File: src/ext_bus_pins_pkg.sv
// Notes on behaviour
// - Maskable input selects falling edge or level; out of reset enabled, level.
// - Clearing its enable disables it; reset also sets the processor mask bit.
// - Both interrupt pins are always readable inputs with pull-up until cleared.
// - Nonmaskable input is level sensitive; its mask is set at reset.
// - A level-sensitive line still held low interrupts again as soon as its mask clears.
// - Mode pins sampled at reset pick the mode; later queue tracking; pulldowns.
// - Special mode pin pulls up as input; later debug or high tag input.
// - Single-chip: ports A and B are plain I/O; expanded: external bus.
// - Wide mode multiplexes 16-bit address and data, port A upper byte.
// - Narrow mode: 8-bit data on port A; word takes two cycles, high first.
// - Read/write pin is an input with pull-up until its enable is set.
// - Low-byte strobe is an input with pull-up until enabled; low tag shares it.
// - Queue tracking pins time-multiplex data movement and execution state.
// - Data bus enable is active low during bus clock high in expanded modes.
// - On stretched accesses it asserts only in the last quarter of the last cycle.
// - Its use follows the disable bit; enabled out of reset in expanded modes.
// - The shared pin may carry an inverted bus clock instead.
// - Calibration output is the slow divided clock, 50% duty, crystal rate at reset.
// - Data bus enable overrides calibration; calibration enable clear turns it off.
// - Low-byte strobe is active low, XNOR of address bit 0 and byte flag.
// - Bus clock is half the crystal rate; every clock halts in stop mode.
package ext_bus_pins_pkg;
   // Register byte offsets
   localparam logic [7:0] OFS_INT_TRIGGER = 8'h00;
   localparam logic [7:0] OFS_PULLUP      = 8'h04;
   localparam logic [7:0] OFS_PORT_E_ASGN = 8'h08;
   localparam logic [7:0] OFS_SLOW_DIV    = 8'h0C;
   localparam logic [7:0] OFS_STRETCH     = 8'h10;
   localparam logic [7:0] OFS_PA_DATA     = 8'h14;
   localparam logic [7:0] OFS_PA_DIR      = 8'h18;
   localparam logic [7:0] OFS_PB_DATA     = 8'h1C;
   localparam logic [7:0] OFS_PB_DIR      = 8'h20;
   localparam logic [7:0] OFS_PE_DATA     = 8'h24;
   localparam logic [7:0] OFS_PE_DIR      = 8'h28;
   localparam logic [7:0] OFS_CPU_MASK    = 8'h2C;
   localparam logic [7:0] OFS_STATUS      = 8'h30;

   // int_trigger_control_reg fields
   localparam int BIT_EDGE_SEL = 7;
   localparam int BIT_IRQ_EN   = 6;
   localparam logic [7:0] INT_TRIGGER_RST = 8'h40;
   // port_e_assign_reg fields
   localparam int BIT_RWE  = 0;
   localparam int BIT_LSTE = 1;
   localparam int BIT_ECLE = 2;
   localparam int BIT_QTE  = 3;
   localparam int BIT_CALIBRATION_OUT_ENABLE = 4;
   localparam int BIT_ICS  = 5;
   localparam int BIT_BUS_ENABLE_DISABLE_BIT = 7;
   localparam logic [7:0] PORT_E_ASGN_RST = 8'h80;
   // cpu mask fields
   localparam int BIT_IMASK = 0;
   localparam int BIT_XMASK = 1;
   localparam logic [1:0] CPU_MASK_RST = 2'h3;

   // Port E pin positions
   localparam int PE_NMI  = 0;
   localparam int PE_IRQ  = 1;
   localparam int PE_RW   = 2;
   localparam int PE_LSTR = 3;
   localparam int PE_BUS_CLOCK_OUT = 4;
   localparam int PE_MOD0 = 5;
   localparam int PE_MOD1 = 6;
   localparam int PE_DBE  = 7;

   // Latched mode {special_n, mode_1, mode_0}
   localparam logic [1:0] MODE_SINGLE = 2'h0;
   localparam logic [1:0] MODE_NARROW = 2'h1;
   localparam logic [1:0] MODE_WIDE   = 2'h3;
   localparam logic [2:0] MODE_RST    = 3'h4;
   localparam int BIT_SPECIAL_N = 2;

   // Bus clock: four pclk per cycle, two low then two high
   localparam logic [1:0] PH_LAST   = 2'h3;
   localparam logic [1:0] PH_HIGH0  = 2'h2;
   localparam logic [7:0] ZERO8     = 8'h00;

   typedef enum logic {B_IDLE, B_CYCLE} bus_state_t;
endpackage

File: src/ext_bus_pins.sv
`timescale 1ns/1ps
`default_nettype none
module ext_bus_pins
   import ext_bus_pins_pkg::*;
(
   input  wire logic        pclk,
   input  wire logic        presetn,
   input  wire logic        psel,
   input  wire logic        penable,
   input  wire logic        pwrite,
   input  wire logic [7:0]  paddr,
   input  wire logic [31:0] pwdata,
   output logic             pready,
   output logic [31:0]      prdata,
   output logic             pslverr,
   input  wire logic        stop_mode,
   input  wire logic        req_valid,
   output logic             req_ready,
   input  wire logic        req_write,
   input  wire logic        byte_access_flag,
   input  wire logic [15:0] req_addr,
   input  wire logic [15:0] req_wdata,
   output logic             rsp_valid,
   output logic [15:0]      rsp_rdata,
   input  wire logic        irq_ack,
   output logic             irq_request,
   output logic             nmi_request,
   input  wire logic [1:0]  queue_move,
   input  wire logic [1:0]  queue_exec,
   input  wire logic        background_debug_pin_drive,
   input  wire logic        background_debug_pin_level,
   output logic             tag_high_input,
   output logic             tag_low_input,
   input  wire logic [7:0]  pa_in,
   output logic [7:0]       pa_out,
   output logic [7:0]       pa_oe_n,
   input  wire logic [7:0]  pb_in,
   output logic [7:0]       pb_out,
   output logic [7:0]       pb_oe_n,
   input  wire logic [7:0]  pe_in,
   output logic [7:0]       pe_out,
   output logic [7:0]       pe_oe_n,
   output logic [7:0]       pe_pullup,
   output logic [7:0]       pe_pulldown,
   input  wire logic        smod_in,
   output logic             smod_out,
   output logic             smod_oe_n,
   output logic             smod_pullup
);
   logic [7:0]  int_trigger_control_reg_r;
   logic        pullup_enable_r;
   logic [7:0]  port_e_assign_reg_r;
   logic [7:0]  slow_div_r;
   logic [7:0]  stretch_cfg_r;
   logic [7:0]  pa_data_r;
   logic [7:0]  pa_dir_r;
   logic [7:0]  pb_data_r;
   logic [7:0]  pb_dir_r;
   logic [7:0]  pe_data_r;
   logic [7:0]  pe_dir_r;
   logic [1:0]  cpu_mask_r;
   logic [2:0]  mode_r;
   logic        captured_r;
   logic [1:0]  phase_r;
   logic [7:0]  slow_cnt_r;
   logic        slow_clk_r;
   logic        irq_edge_r;
   logic        irq_prev_r;
   bus_state_t  bus_state_r;
   logic [15:0] addr_r;
   logic [15:0] wdata_r;
   logic        write_r;
   logic        byte_r;
   logic        second_r;
   logic [7:0]  stretch_left_r;
   logic [15:0] rdata_r;
   logic        rsp_valid_r;
   logic [31:0] prdata_r;
   logic        pslverr_r;

   logic        expanded;
   logic        wide;
   logic        narrow;
   logic        bus_clk;
   logic        e_high;
   logic        busy;
   logic        last_edge;
   logic        last_cycle;
   logic        ap_write;
   logic        setup;
   logic        dbe_fn;
   logic        dbe_n;
   logic        icl_fn;
   logic        cal_fn;
   logic [7:0]  alt_en;
   logic [7:0]  alt_out;
   logic [7:0]  alt_in_only;
   logic [31:0] rd_word;
   logic        rd_hit;

   // Mode decode from the pins latched after reset
   assign expanded = (mode_r[1:0] == MODE_NARROW) || (mode_r[1:0] == MODE_WIDE);
   assign wide     = mode_r[1:0] == MODE_WIDE;
   assign narrow   = mode_r[1:0] == MODE_NARROW;

   // Bus clock phase: stop freezes it along with the slow divider
   always_ff @(posedge pclk or negedge presetn) begin
      if (!presetn) begin
         phase_r <= 2'h0;
      end else if (!stop_mode) begin
         phase_r <= phase_r + 2'h1;
      end
   end
   assign bus_clk   = phase_r[1];
   assign e_high    = phase_r[1];
   assign last_edge = (phase_r == PH_LAST) && !stop_mode;

   // Slow divider clock; divide value 0 gives the crystal rate
   always_ff @(posedge pclk or negedge presetn) begin
      if (!presetn) begin
         slow_cnt_r <= ZERO8;
         slow_clk_r <= 1'b0;
      end else if (!stop_mode) begin
         if (slow_cnt_r >= slow_div_r) begin
            slow_cnt_r <= ZERO8;
            slow_clk_r <= ~slow_clk_r; // toggling keeps 50% duty
         end else begin
            slow_cnt_r <= slow_cnt_r + 8'h01;
         end
      end
   end

   // Mode pins caught once, at the first edge after reset release
   always_ff @(posedge pclk or negedge presetn) begin
      if (!presetn) begin
         captured_r <= 1'b0;
         mode_r     <= MODE_RST;
      end else if (!captured_r) begin
         captured_r <= 1'b1;
         mode_r     <= {smod_in, pe_in[PE_MOD1], pe_in[PE_MOD0]};
      end
   end

   // APB decode; answer has no wait states, data registered at setup
   assign setup    = psel && !penable;
   assign ap_write = psel && penable && pwrite;
   assign pready   = psel && penable;
   assign prdata   = prdata_r;
   assign pslverr  = pslverr_r;

   always_comb begin
      rd_word = 32'h0000_0000;
      rd_hit  = 1'b1;
      unique case (paddr)
         OFS_INT_TRIGGER: rd_word[7:0] = int_trigger_control_reg_r;
         OFS_PULLUP:      rd_word[0]   = pullup_enable_r;
         OFS_PORT_E_ASGN: rd_word[7:0] = port_e_assign_reg_r;
         OFS_SLOW_DIV:    rd_word[7:0] = slow_div_r;
         OFS_STRETCH:     rd_word[7:0] = stretch_cfg_r;
         OFS_PA_DATA:     rd_word[7:0] = expanded ? pa_data_r : pa_in;
         OFS_PA_DIR:      rd_word[7:0] = pa_dir_r;
         OFS_PB_DATA:     rd_word[7:0] = expanded ? pb_data_r : pb_in;
         OFS_PB_DIR:      rd_word[7:0] = pb_dir_r;
         OFS_PE_DATA:     rd_word[7:0] = pe_in; // pins always readable
         OFS_PE_DIR:      rd_word[7:0] = pe_dir_r;
         OFS_CPU_MASK:    rd_word[1:0] = cpu_mask_r;
         OFS_STATUS:      rd_word[12:0] = {irq_edge_r, captured_r,
                                           mode_r, pe_in};
         default:         rd_hit = 1'b0;
      endcase
   end

   always_ff @(posedge pclk or negedge presetn) begin
      if (!presetn) begin
         prdata_r  <= 32'h0000_0000;
         pslverr_r <= 1'b0;
      end else if (setup) begin
         prdata_r  <= pwrite ? 32'h0000_0000 : rd_word;
         pslverr_r <= !rd_hit;
      end
   end

   // Interrupt trigger and pull-up control
   always_ff @(posedge pclk or negedge presetn) begin
      if (!presetn) begin
         int_trigger_control_reg_r <= INT_TRIGGER_RST;
         pullup_enable_r           <= 1'b1;
      end else if (ap_write) begin
         if (paddr == OFS_INT_TRIGGER) begin
            int_trigger_control_reg_r <= pwdata[7:0];
         end
         if (paddr == OFS_PULLUP) begin
            pullup_enable_r <= pwdata[0];
         end
      end
   end

   // Pin function assignment; bus enable and clock output follow the mode
   always_ff @(posedge pclk or negedge presetn) begin
      if (!presetn) begin
         port_e_assign_reg_r <= PORT_E_ASGN_RST;
      end else if (!captured_r) begin
         port_e_assign_reg_r[BIT_BUS_ENABLE_DISABLE_BIT] <= !((pe_in[PE_MOD1:PE_MOD0] ==
                                  MODE_NARROW) || (pe_in[PE_MOD1:PE_MOD0] ==
                                  MODE_WIDE));
         port_e_assign_reg_r[BIT_ECLE] <= !(smod_in &&
                                  (pe_in[PE_MOD1:PE_MOD0] == MODE_SINGLE));
      end else if (ap_write && paddr == OFS_PORT_E_ASGN) begin
         port_e_assign_reg_r <= pwdata[7:0];
      end
   end

   // Plain configuration and port registers
   always_ff @(posedge pclk or negedge presetn) begin
      if (!presetn) begin
         slow_div_r    <= ZERO8;
         stretch_cfg_r <= ZERO8;
         pa_data_r     <= ZERO8;
         pa_dir_r      <= ZERO8;
         pb_data_r     <= ZERO8;
         pb_dir_r      <= ZERO8;
         pe_data_r     <= ZERO8;
         pe_dir_r      <= ZERO8;
      end else if (ap_write) begin
         unique case (paddr)
            OFS_SLOW_DIV: slow_div_r    <= pwdata[7:0];
            OFS_STRETCH:  stretch_cfg_r <= pwdata[7:0];
            OFS_PA_DATA:  pa_data_r     <= pwdata[7:0];
            OFS_PA_DIR:   pa_dir_r      <= pwdata[7:0];
            OFS_PB_DATA:  pb_data_r     <= pwdata[7:0];
            OFS_PB_DIR:   pb_dir_r      <= pwdata[7:0];
            OFS_PE_DATA:  pe_data_r     <= pwdata[7:0];
            OFS_PE_DIR:   pe_dir_r      <= pwdata[7:0];
            default: ;
         endcase
      end
   end

   // Processor mask bits: set by reset, the nonmaskable one only cleared
   always_ff @(posedge pclk or negedge presetn) begin
      if (!presetn) begin
         cpu_mask_r <= CPU_MASK_RST;
      end else if (ap_write && paddr == OFS_CPU_MASK) begin
         cpu_mask_r[BIT_IMASK] <= pwdata[BIT_IMASK];
         cpu_mask_r[BIT_XMASK] <= cpu_mask_r[BIT_XMASK] && pwdata[BIT_XMASK];
      end
   end

   // Falling-edge latch; a new edge beats a same-cycle acknowledge
   always_ff @(posedge pclk or negedge presetn) begin
      if (!presetn) begin
         irq_prev_r <= 1'b1;
         irq_edge_r <= 1'b0;
      end else begin
         irq_prev_r <= pe_in[PE_IRQ];
         if (irq_prev_r && !pe_in[PE_IRQ]) begin
            irq_edge_r <= 1'b1;
         end else if (irq_ack) begin
            irq_edge_r <= 1'b0;
         end
      end
   end

   // Level-mode requests are live pin levels, so a held line fires once a mask clears
   assign irq_request = int_trigger_control_reg_r[BIT_IRQ_EN] &&
                        !cpu_mask_r[BIT_IMASK] &&
                        (int_trigger_control_reg_r[BIT_EDGE_SEL] ?
                         irq_edge_r : !pe_in[PE_IRQ]);
   assign nmi_request = !cpu_mask_r[BIT_XMASK] && !pe_in[PE_NMI];

   // External bus sequencer, cycles start on a bus clock boundary
   assign busy       = bus_state_r == B_CYCLE;
   assign req_ready  = !busy && expanded && last_edge;
   assign last_cycle = stretch_left_r == ZERO8;
   assign rsp_valid  = rsp_valid_r;
   assign rsp_rdata  = rdata_r;

   always_ff @(posedge pclk or negedge presetn) begin
      if (!presetn) begin
         bus_state_r    <= B_IDLE;
         addr_r         <= 16'h0000;
         wdata_r        <= 16'h0000;
         write_r        <= 1'b0;
         byte_r         <= 1'b0;
         second_r       <= 1'b0;
         stretch_left_r <= ZERO8;
         rdata_r        <= 16'h0000;
         rsp_valid_r    <= 1'b0;
      end else begin
         rsp_valid_r <= 1'b0;
         unique case (bus_state_r)
            B_IDLE: begin
               if (req_valid && req_ready) begin
                  bus_state_r    <= B_CYCLE;
                  addr_r         <= req_addr;
                  wdata_r        <= req_wdata;
                  write_r        <= req_write;
                  byte_r         <= byte_access_flag;
                  second_r       <= 1'b0;
                  stretch_left_r <= stretch_cfg_r;
               end
            end
            B_CYCLE: begin
               if (last_edge) begin
                  if (!last_cycle) begin
                     stretch_left_r <= stretch_left_r - 8'h01;
                  end else begin
                     if (wide) begin
                        rdata_r <= !byte_r ? {pa_in, pb_in} :
                                   {ZERO8, addr_r[0] ? pb_in : pa_in};
                     end else if (byte_r) begin
                        rdata_r <= {ZERO8, pa_in};
                     end else if (!second_r) begin
                        rdata_r[15:8] <= pa_in; // high byte first
                     end else begin
                        rdata_r[7:0] <= pa_in;
                     end
                     if (narrow && !byte_r && !second_r) begin
                        second_r       <= 1'b1; // back-to-back
                        addr_r         <= addr_r + 16'h0001;
                        stretch_left_r <= stretch_cfg_r;
                     end else begin
                        bus_state_r <= B_IDLE;
                        rsp_valid_r <= 1'b1;
                     end
                  end
               end
            end
         endcase
      end
   end

   // Ports A and B: address in low phase; data in high phase on A, and on B in wide mode only
   always_comb begin
      pa_out  = pa_data_r;
      pa_oe_n = ~pa_dir_r;
      pb_out  = pb_data_r;
      pb_oe_n = ~pb_dir_r;
      if (expanded) begin
         pa_out  = addr_r[15:8];
         pa_oe_n = {8{!busy}};
         pb_out  = addr_r[7:0];
         pb_oe_n = {8{!busy}};
         if (busy && e_high) begin
            if (wide) begin
               pa_out  = byte_r ? wdata_r[7:0] : wdata_r[15:8];
               pb_out  = wdata_r[7:0];
               pa_oe_n = {8{!write_r}};
               pb_oe_n = {8{!write_r}};
            end else begin
               pa_out  = (byte_r || second_r) ? wdata_r[7:0]
                                              : wdata_r[15:8];
               pa_oe_n = {8{!write_r}};
            end
         end
      end
   end

   // Shared pin 7: bus enable first, then inverted clock, then calibration
   assign dbe_fn = !port_e_assign_reg_r[BIT_BUS_ENABLE_DISABLE_BIT] && expanded;
   assign icl_fn = port_e_assign_reg_r[BIT_BUS_ENABLE_DISABLE_BIT] &&
                   port_e_assign_reg_r[BIT_ICS];
   assign cal_fn = port_e_assign_reg_r[BIT_CALIBRATION_OUT_ENABLE];
   assign dbe_n  = !(e_high && (!busy || stretch_cfg_r == ZERO8 ||
                   (last_cycle && phase_r == PH_LAST)));

   always_comb begin
      alt_en  = ZERO8;
      alt_out = ZERO8;
      alt_in_only = ZERO8;
      alt_in_only[PE_NMI] = 1'b1; // never driven
      alt_in_only[PE_IRQ] = 1'b1;
      alt_en[PE_RW]   = port_e_assign_reg_r[BIT_RWE] && expanded;
      alt_out[PE_RW]  = !(busy && write_r);
      alt_en[PE_LSTR] = port_e_assign_reg_r[BIT_LSTE] && expanded;
      alt_out[PE_LSTR] = busy ? ~(addr_r[0] ^ byte_r) : 1'b1;
      alt_en[PE_BUS_CLOCK_OUT]  = port_e_assign_reg_r[BIT_ECLE];
      alt_out[PE_BUS_CLOCK_OUT] = bus_clk;
      alt_en[PE_MOD0]  = port_e_assign_reg_r[BIT_QTE] && expanded;
      alt_en[PE_MOD1]  = alt_en[PE_MOD0];
      alt_out[PE_MOD0] = e_high ? queue_exec[0] : queue_move[0];
      alt_out[PE_MOD1] = e_high ? queue_exec[1] : queue_move[1];
      alt_en[PE_DBE]   = dbe_fn || icl_fn || cal_fn;
      if (dbe_fn) begin
         alt_out[PE_DBE] = dbe_n; // overrides calibration
      end else if (icl_fn) begin
         alt_out[PE_DBE] = ~bus_clk;
      end else begin
         alt_out[PE_DBE] = slow_clk_r;
      end
   end

   // Per-pin fallback to the port registers
   genvar gi;
   generate
      for (gi = 0; gi < 8; gi++) begin : g_pe
         assign pe_out[gi]  = alt_en[gi] ? alt_out[gi] : pe_data_r[gi];
         assign pe_oe_n[gi] = alt_in_only[gi] || !captured_r ||
                              (alt_en[gi] ? 1'b0 : !pe_dir_r[gi]);
      end
   endgenerate

   // Pulls: interrupt pins under pull-up enable, mode pins during reset
   always_comb begin
      pe_pullup   = ZERO8;
      pe_pulldown = ZERO8;
      pe_pullup[PE_NMI]      = pullup_enable_r;
      pe_pullup[PE_IRQ]      = pullup_enable_r;
      pe_pullup[PE_RW]       = !alt_en[PE_RW] && !pe_dir_r[PE_RW];
      pe_pullup[PE_LSTR]     = !alt_en[PE_LSTR] && !pe_dir_r[PE_LSTR];
      pe_pulldown[PE_MOD0]   = !captured_r;
      pe_pulldown[PE_MOD1]   = !captured_r;
   end

   // Special mode pin turns into the debug pin after reset
   assign smod_out       = background_debug_pin_level;
   assign smod_oe_n      = !(captured_r && background_debug_pin_drive);
   assign smod_pullup    = smod_oe_n;
   assign tag_high_input = captured_r && !smod_in;
   assign tag_low_input  = expanded && !mode_r[BIT_SPECIAL_N] &&
                           !pe_in[PE_LSTR];
endmodule // ext_bus_pins
`default_nettype wire

File: config.mk
export PLATFORM = sky130hd
export DESIGN_NAME = ext_bus_pins
export DESIGN_NICKNAME = d
export VERILOG_FILES = /design/src/ext_bus_pins_pkg.sv /design/src/ext_bus_pins.sv
export SDC_FILE = /design/constraint.sdc
export NUM_CORES = 1
export LEC_CHECK = 0
export ABC_AREA = 1
export BUFFER_PORTS_ARGS = -buffer_cell sky130_fd_sc_hd__buf_2
export CAP_MARGIN = 20
export CORE_AREA = 2 2 203 205
export DETAILED_ROUTE_END_ITERATION = 6
export DIE_AREA = 0 0 205 207
export PLACE_DENSITY = 0.51
export SYNTH_ARGS = -nofsm -noshare
export SYNTH_HDL_FRONTEND = slang
export SYNTH_SLANG_ARGS = --single-unit
File: constraint.sdc
create_clock -name pclk -period 3.1 [get_ports pclk]
set_clock_uncertainty 0.05 [all_clocks]
set_input_delay 0.465 -clock pclk [delete_from_list [all_inputs] [get_ports pclk]]
set_output_delay 0.465 -clock pclk [all_outputs]
set_load 0.02 [all_outputs]
=== Yosys cells after proc, flatten, opt, wreduce, memory -nomap -nowiden ===
Index checks and enable logic that the tools add are counted.

* Flip-flop bits (word level): 194
* Input bits: 113

* Bitwise logic cells: 8
* Multiplexer cells: 75
* Equality and inequality tests: 24
* Magnitude comparators: 1
* Reductions and logical operators: 99
* Add/sub/neg operators: 4

{| class="wikitable"
|+ Operators with widths
! cell !! number
|-
| 2-to-1 mux 8 bit || 24
|-
| 2-to-1 mux 16 bit || 7
|-
| case mux 6 bit (10 select lines) || 1
|-
| == test 8 x 6 -> 1 bit (second input constant) || 5
|-
| 2-to-1 mux 1 bit || 35
|-
| == test 8 x 5 -> 1 bit (second input constant) || 4
|-
| logical AND 1 bit || 32
|-
| case mux 16 bit (2 select lines) || 1
|-
| logical NOT 1 bit || 29
|-
| AND reduction 2 bit || 13
|-
| logical NOT 8 bit || 3
|-
| adder 16 x 1 -> 16 bit (second input constant) || 1
|-
| == test 8 x 4 -> 1 bit (second input constant) || 2
|-
| NOT 8 bit || 2
|-
| case mux 8 bit (2 select lines) || 1
|-
| logical OR 1 bit || 13
|-
| 2-to-1 mux 13 bit || 1
|-
| OR reduction 13 bit || 1
|-
| case mux 1 bit (12 select lines) || 1
|-
| AND reduction 4 bit || 3
|-
| case mux 1 bit (11 select lines) || 1
|-
| adder 8 x 1 -> 8 bit (second input constant) || 1
|-
| == test 8 x 3 -> 1 bit (second input constant) || 1
|-
| >= comparator 8 bit || 1
|-
| 16 further kinds || 28
|}

=== Longest topological paths before layout ===
* Depth in word-level cells: 7
* Depth in mapped cells: 12
* Depth with buffers taken out: 11

=== Worst setup path after synthesis ===
OpenSTA, ideal clock, no wires.

* Path type: reg-to-output
* From: register mode_r[0]
* To: output pa_out[1]
* Arrival time: 1510 ps
* Cell stages (with the launch flop): 6
* Slack: 1075 ps
* Cell sequence: dfrtp_1 buf_2 buf_2 clkbuf_1 o21ai_0 o21ai_0

* Cells in the longest elaborated chain, start to end: 4
* Elaborated cells between the ends (all ways): 6
* Those cells by class: eq/ne: 2; mux: 3; reduce/logical: 1

{| class="wikitable"
|+ Ends and longest elaborated chain
! element !! RTL line !! source
|-
| from (decl) || ext_bus_pins.sv:62 || <nowiki>logic [2:0] mode_r;</nowiki>
|-
| from (signal assigned) || ext_bus_pins.sv:140 || <nowiki>mode_r <= {smod_in, pe_in[PE_MOD1], pe_in[PE_MOD0]};</nowiki>
|-
| == test 2 bit || ext_bus_pins.sv:102, ext_bus_pins.sv:103 ||
|-
| 2-to-1 mux 8 bit || ext_bus_pins.sv:345 || <nowiki>if (wide) begin</nowiki>
|-
| 2-to-1 mux 8 bit || ext_bus_pins.sv:344 || <nowiki>if (busy && e_high) begin</nowiki>
|-
| 2-to-1 mux 8 bit (*) || ext_bus_pins.sv:339 || <nowiki>if (expanded) begin</nowiki>
|-
| to (decl) || ext_bus_pins.sv:35 || <nowiki>output logic [7:0] pa_out,</nowiki>
|}

Mark *: on every way between the ends. The rest lies on a longest branch, timed or not.

=== Worst setup path in the final report ===
* From: register mode_r[0]
* To: output pa_out[3]

Same word-level chain as after synthesis.

==> impl_metrics.ini <==
[status]
status = finished clean

[die]
rows = 74
die_area_mm2 = 0.0424
initial_core_util = 0.247
fp.dieH_um = 207
io_pins = 236
coreArea_mm2 = 0.0404
fp.dieW_um = 205

[cells_and_area]
utilization = 0.294
diodes = 0
final_common_cell = nand2_1
finalNetCount = 1611
finalInstanceArea_mm2 = 0.0119
area_growth_pct = 18.9
drive_gt1_frac = 0.206
layout_common_cells = nand2_1, buf_2, dfrtp_1

[power_and_ir_drop]
intPower_w = 0.00401
switching_share = 0.295
p_comb_frac = 0.159
power_density_mw_per_mm2 = 479
power_frac_seq = 0.426
ir_drop_mv = 0.381
p_sw_w = 0.00167
power.total_w = 0.00568
power_frac_clock = 0.415
p_leak_nw = 6.00

[timing]
setup_violations = 0
slew_headroom = 0.550
tightest_slew_ps = 674
drv_slew = 0
fmax_ghz = 0.345
period_share = 0.934
fin_setup_tns_ps = 0
rsz0062_at_grt = no
final.min_clock_period_ps = 2900
finalHoldViolations = 0

[setup_path]
cp-start-kind = flip-flop
worstPathArrival_ps = 2380
cp.required_ps = 2580
critPathKind = reg -> out
cpMaxStageDelayCell = dfrtp_4
crit_path_cell_trace = nand2_2 -> inv_1 -> o21ai_4 -> inv_2 -> o21ai_0 -> a21oi_1 -> o21ai_1 -> buf_2
r2r_cells = 9
slowest_delay_ps = 590
cp-end-kind = output port
r2r-end = addr_r[3]$_DFFE_PN0P_
r2r_slack_ps = 580
critPathMaxFanout = 22
worst_r2r_startpoint = mode_r[0]$_DFFE_PN0N_

[detailed_routing]
wl_per_cell_um = 17.2
via_per_inst = 4.53
vias = 9190
totalWireLength_um = 34900
dr.pass1.iters = 5
drtIter0Drc = 715
drtAntennaViolNets = 0
route.detailed.drc = 0

[synthesis]
synth.cell_area_mm2 = 0.00997
yosys_most_used_dff = dfrtp_1
synth_seq_cells = 175
syn_inst = 1328
yosysSeqAreaShare = 0.440
yosys_warnings = 0
yosysUniqueCellTypes = 48
async_flop_share = 1.00
synth-edff-count = 0
avgSynthCellArea_um2 = 7.51

[clock_network]
cts_tree = yes
clkSinkCount = 175
cts-root-buf = clkbuf_16
cts.clk_slew.worst_paths_ps = 70
post_cts_buffers = 0
numCtsBuffers = 17
ctsHtreeMaxLevel = 4
insertion_delay_ps = 450
cts_max_path_buffers = 2

[global_route]
grt.overflow.total = 0
grt_antenna_before_repair = 1
grt_use_total = 0.166
grt_pass1_wl_um = 53800
grt_pass1_vias = 8939
grt_start_max_net_pins = 61

[placed_design]
postPlaceCellArea_mm2 = 0.0112
io_buffers = 178
gp_congestion = 0.917
dp_hpwl_um = 27100

[worst_hold_path]
hp-start = pe_in[1]
holdPathStages = 1
hold_class = in -> reg
hold_end = irq_prev_r$_DFF_PN1_

[flow_run]
max-cap-violations = 0
power groups by stage:
| stage | registers (W) | clock network, W | logic, W |
|---|---|---|---|
| after floorplan | 0.00243 | 0 | 0.000594 |
| after global placement | 0.00246 | 0 | 0.000901 |
| after detailed placement | 0.00246 | 0 | 0.000905 |
| after CTS | 0.00242 | 0.00240 | 0.000910 |
| after global routing | 0.00243 | 0.00250 | 0.00100 |
| final | 0.00242 | 0.00236 | 0.000901 |
per-layer routing:
| metal | track usage | part of all wire | vias to the layer above |
|---|---|---|---|
| met2 | 0.269 | 0.48 | 237 |
| met1 | 0.225 | 0.46 | 4364 |
| met5 | 0 | 0.00020 | - |
| met4 | 0.0576 | 0.026 | 2 |
| met3 | 0.0263 | 0.040 | 44 |
| li1 | - | - | 4543 |
worst max-delay path: cells and delay by family, from the launching register on:
| family | cells | cell delay (ps) |
|---|---|---|
| AND/OR/NAND/NOR | 1 | 150 |
| buffers and inverters | 3 | 470 |
| flip-flops | 1 | 590 |
| AO/OA/AOI/OAI | 4 | 720 |
Yosys cell counts, types with 7 or more instances:
library cell	number	share of area
a21oi_1	43	0.022
buf_2	15	0.0075
buf_4	45	0.034
clkbuf_1	15	0.0056
dfrtp_1	168	0.42
dfstp_2	7	0.018
ha_1	13	0.016
inv_1	92	0.035
inv_2	15	0.0056
mux2_2	14	0.016
nand2_1	406	0.15
nand2_2	16	0.010
nand3_1	56	0.028
nand4_1	9	0.0056
nor2_1	118	0.044
nor3_1	9	0.0045
o21ai_0	126	0.063
o21ai_1	80	0.040
stage by stage:
stage	hold WS (ps)	cells	setup WS [ps]
4_1_cts	101	2029	170
3_3_place_gp	415	1997	587
3_5_place_dp	420	1997	520
5_1_grt	95.2	2029	48.0
6_report	105	2029	205
2_1_floorplan	119	1358	1070
timing repair:
action                                 in CTS  in global routing
setup endpoints to repair                   0                  1
endpoints found under the hold margin      30                  0
gates resized for setup                     0                  1
hold buffers                                1                  0
kinds of logic after synthesis:
logic type / share of synthesized area
AOI/OAI and AO/OA: 0.147
xor gates and xnor gates: 0.00703
muxes: 0.0158
adders and majority gates: 0.0163
buffers and inverters: 0.0970
and+or+nand+nor: 0.276
other: 0.000753
DFF: 0.440
flip-flops by register name (all words and copies together) (netlist names), 13 cells and up:
name and count:
wdata_r 16, addr_r 16, rsp_rdata 16, prdata 13
area by class of cell:
cell class / instances / area [µm²]
clock buffers: 19 / 453
repair buffers: 191 / 1010
fillers: 4444 / 28500
clock inverters: 12 / 183
flip-flops and latches: 175 / 4390
multi-input cells: 989 / 4730
inverters: 111 / 423
well taps: 532 / 666
worst max-delay path by stage:
stage,from,to,slack (ps),depth (start not counted)
detailed placement,mode_r[0]$_DFFE_PN0N_,addr_r[3]$_DFFE_PN0P_,520,9
floorplan,mode_r[0]$_DFFE_PN0N_,pa_out[1],1070,5
global route,mode_r[0]$_DFFE_PN0N_,pa_out[4],50,9
CTS,mode_r[0]$_DFFE_PN0N_,pa_out[0],170,9
global placement,mode_r[0]$_DFFE_PN0N_,addr_r[3]$_DFFE_PN0P_,590,9
finish,mode_r[0]$_DFFE_PN0N_,pa_out[3],200,8
Note: power is estimated with default switching activity, not from simulation.
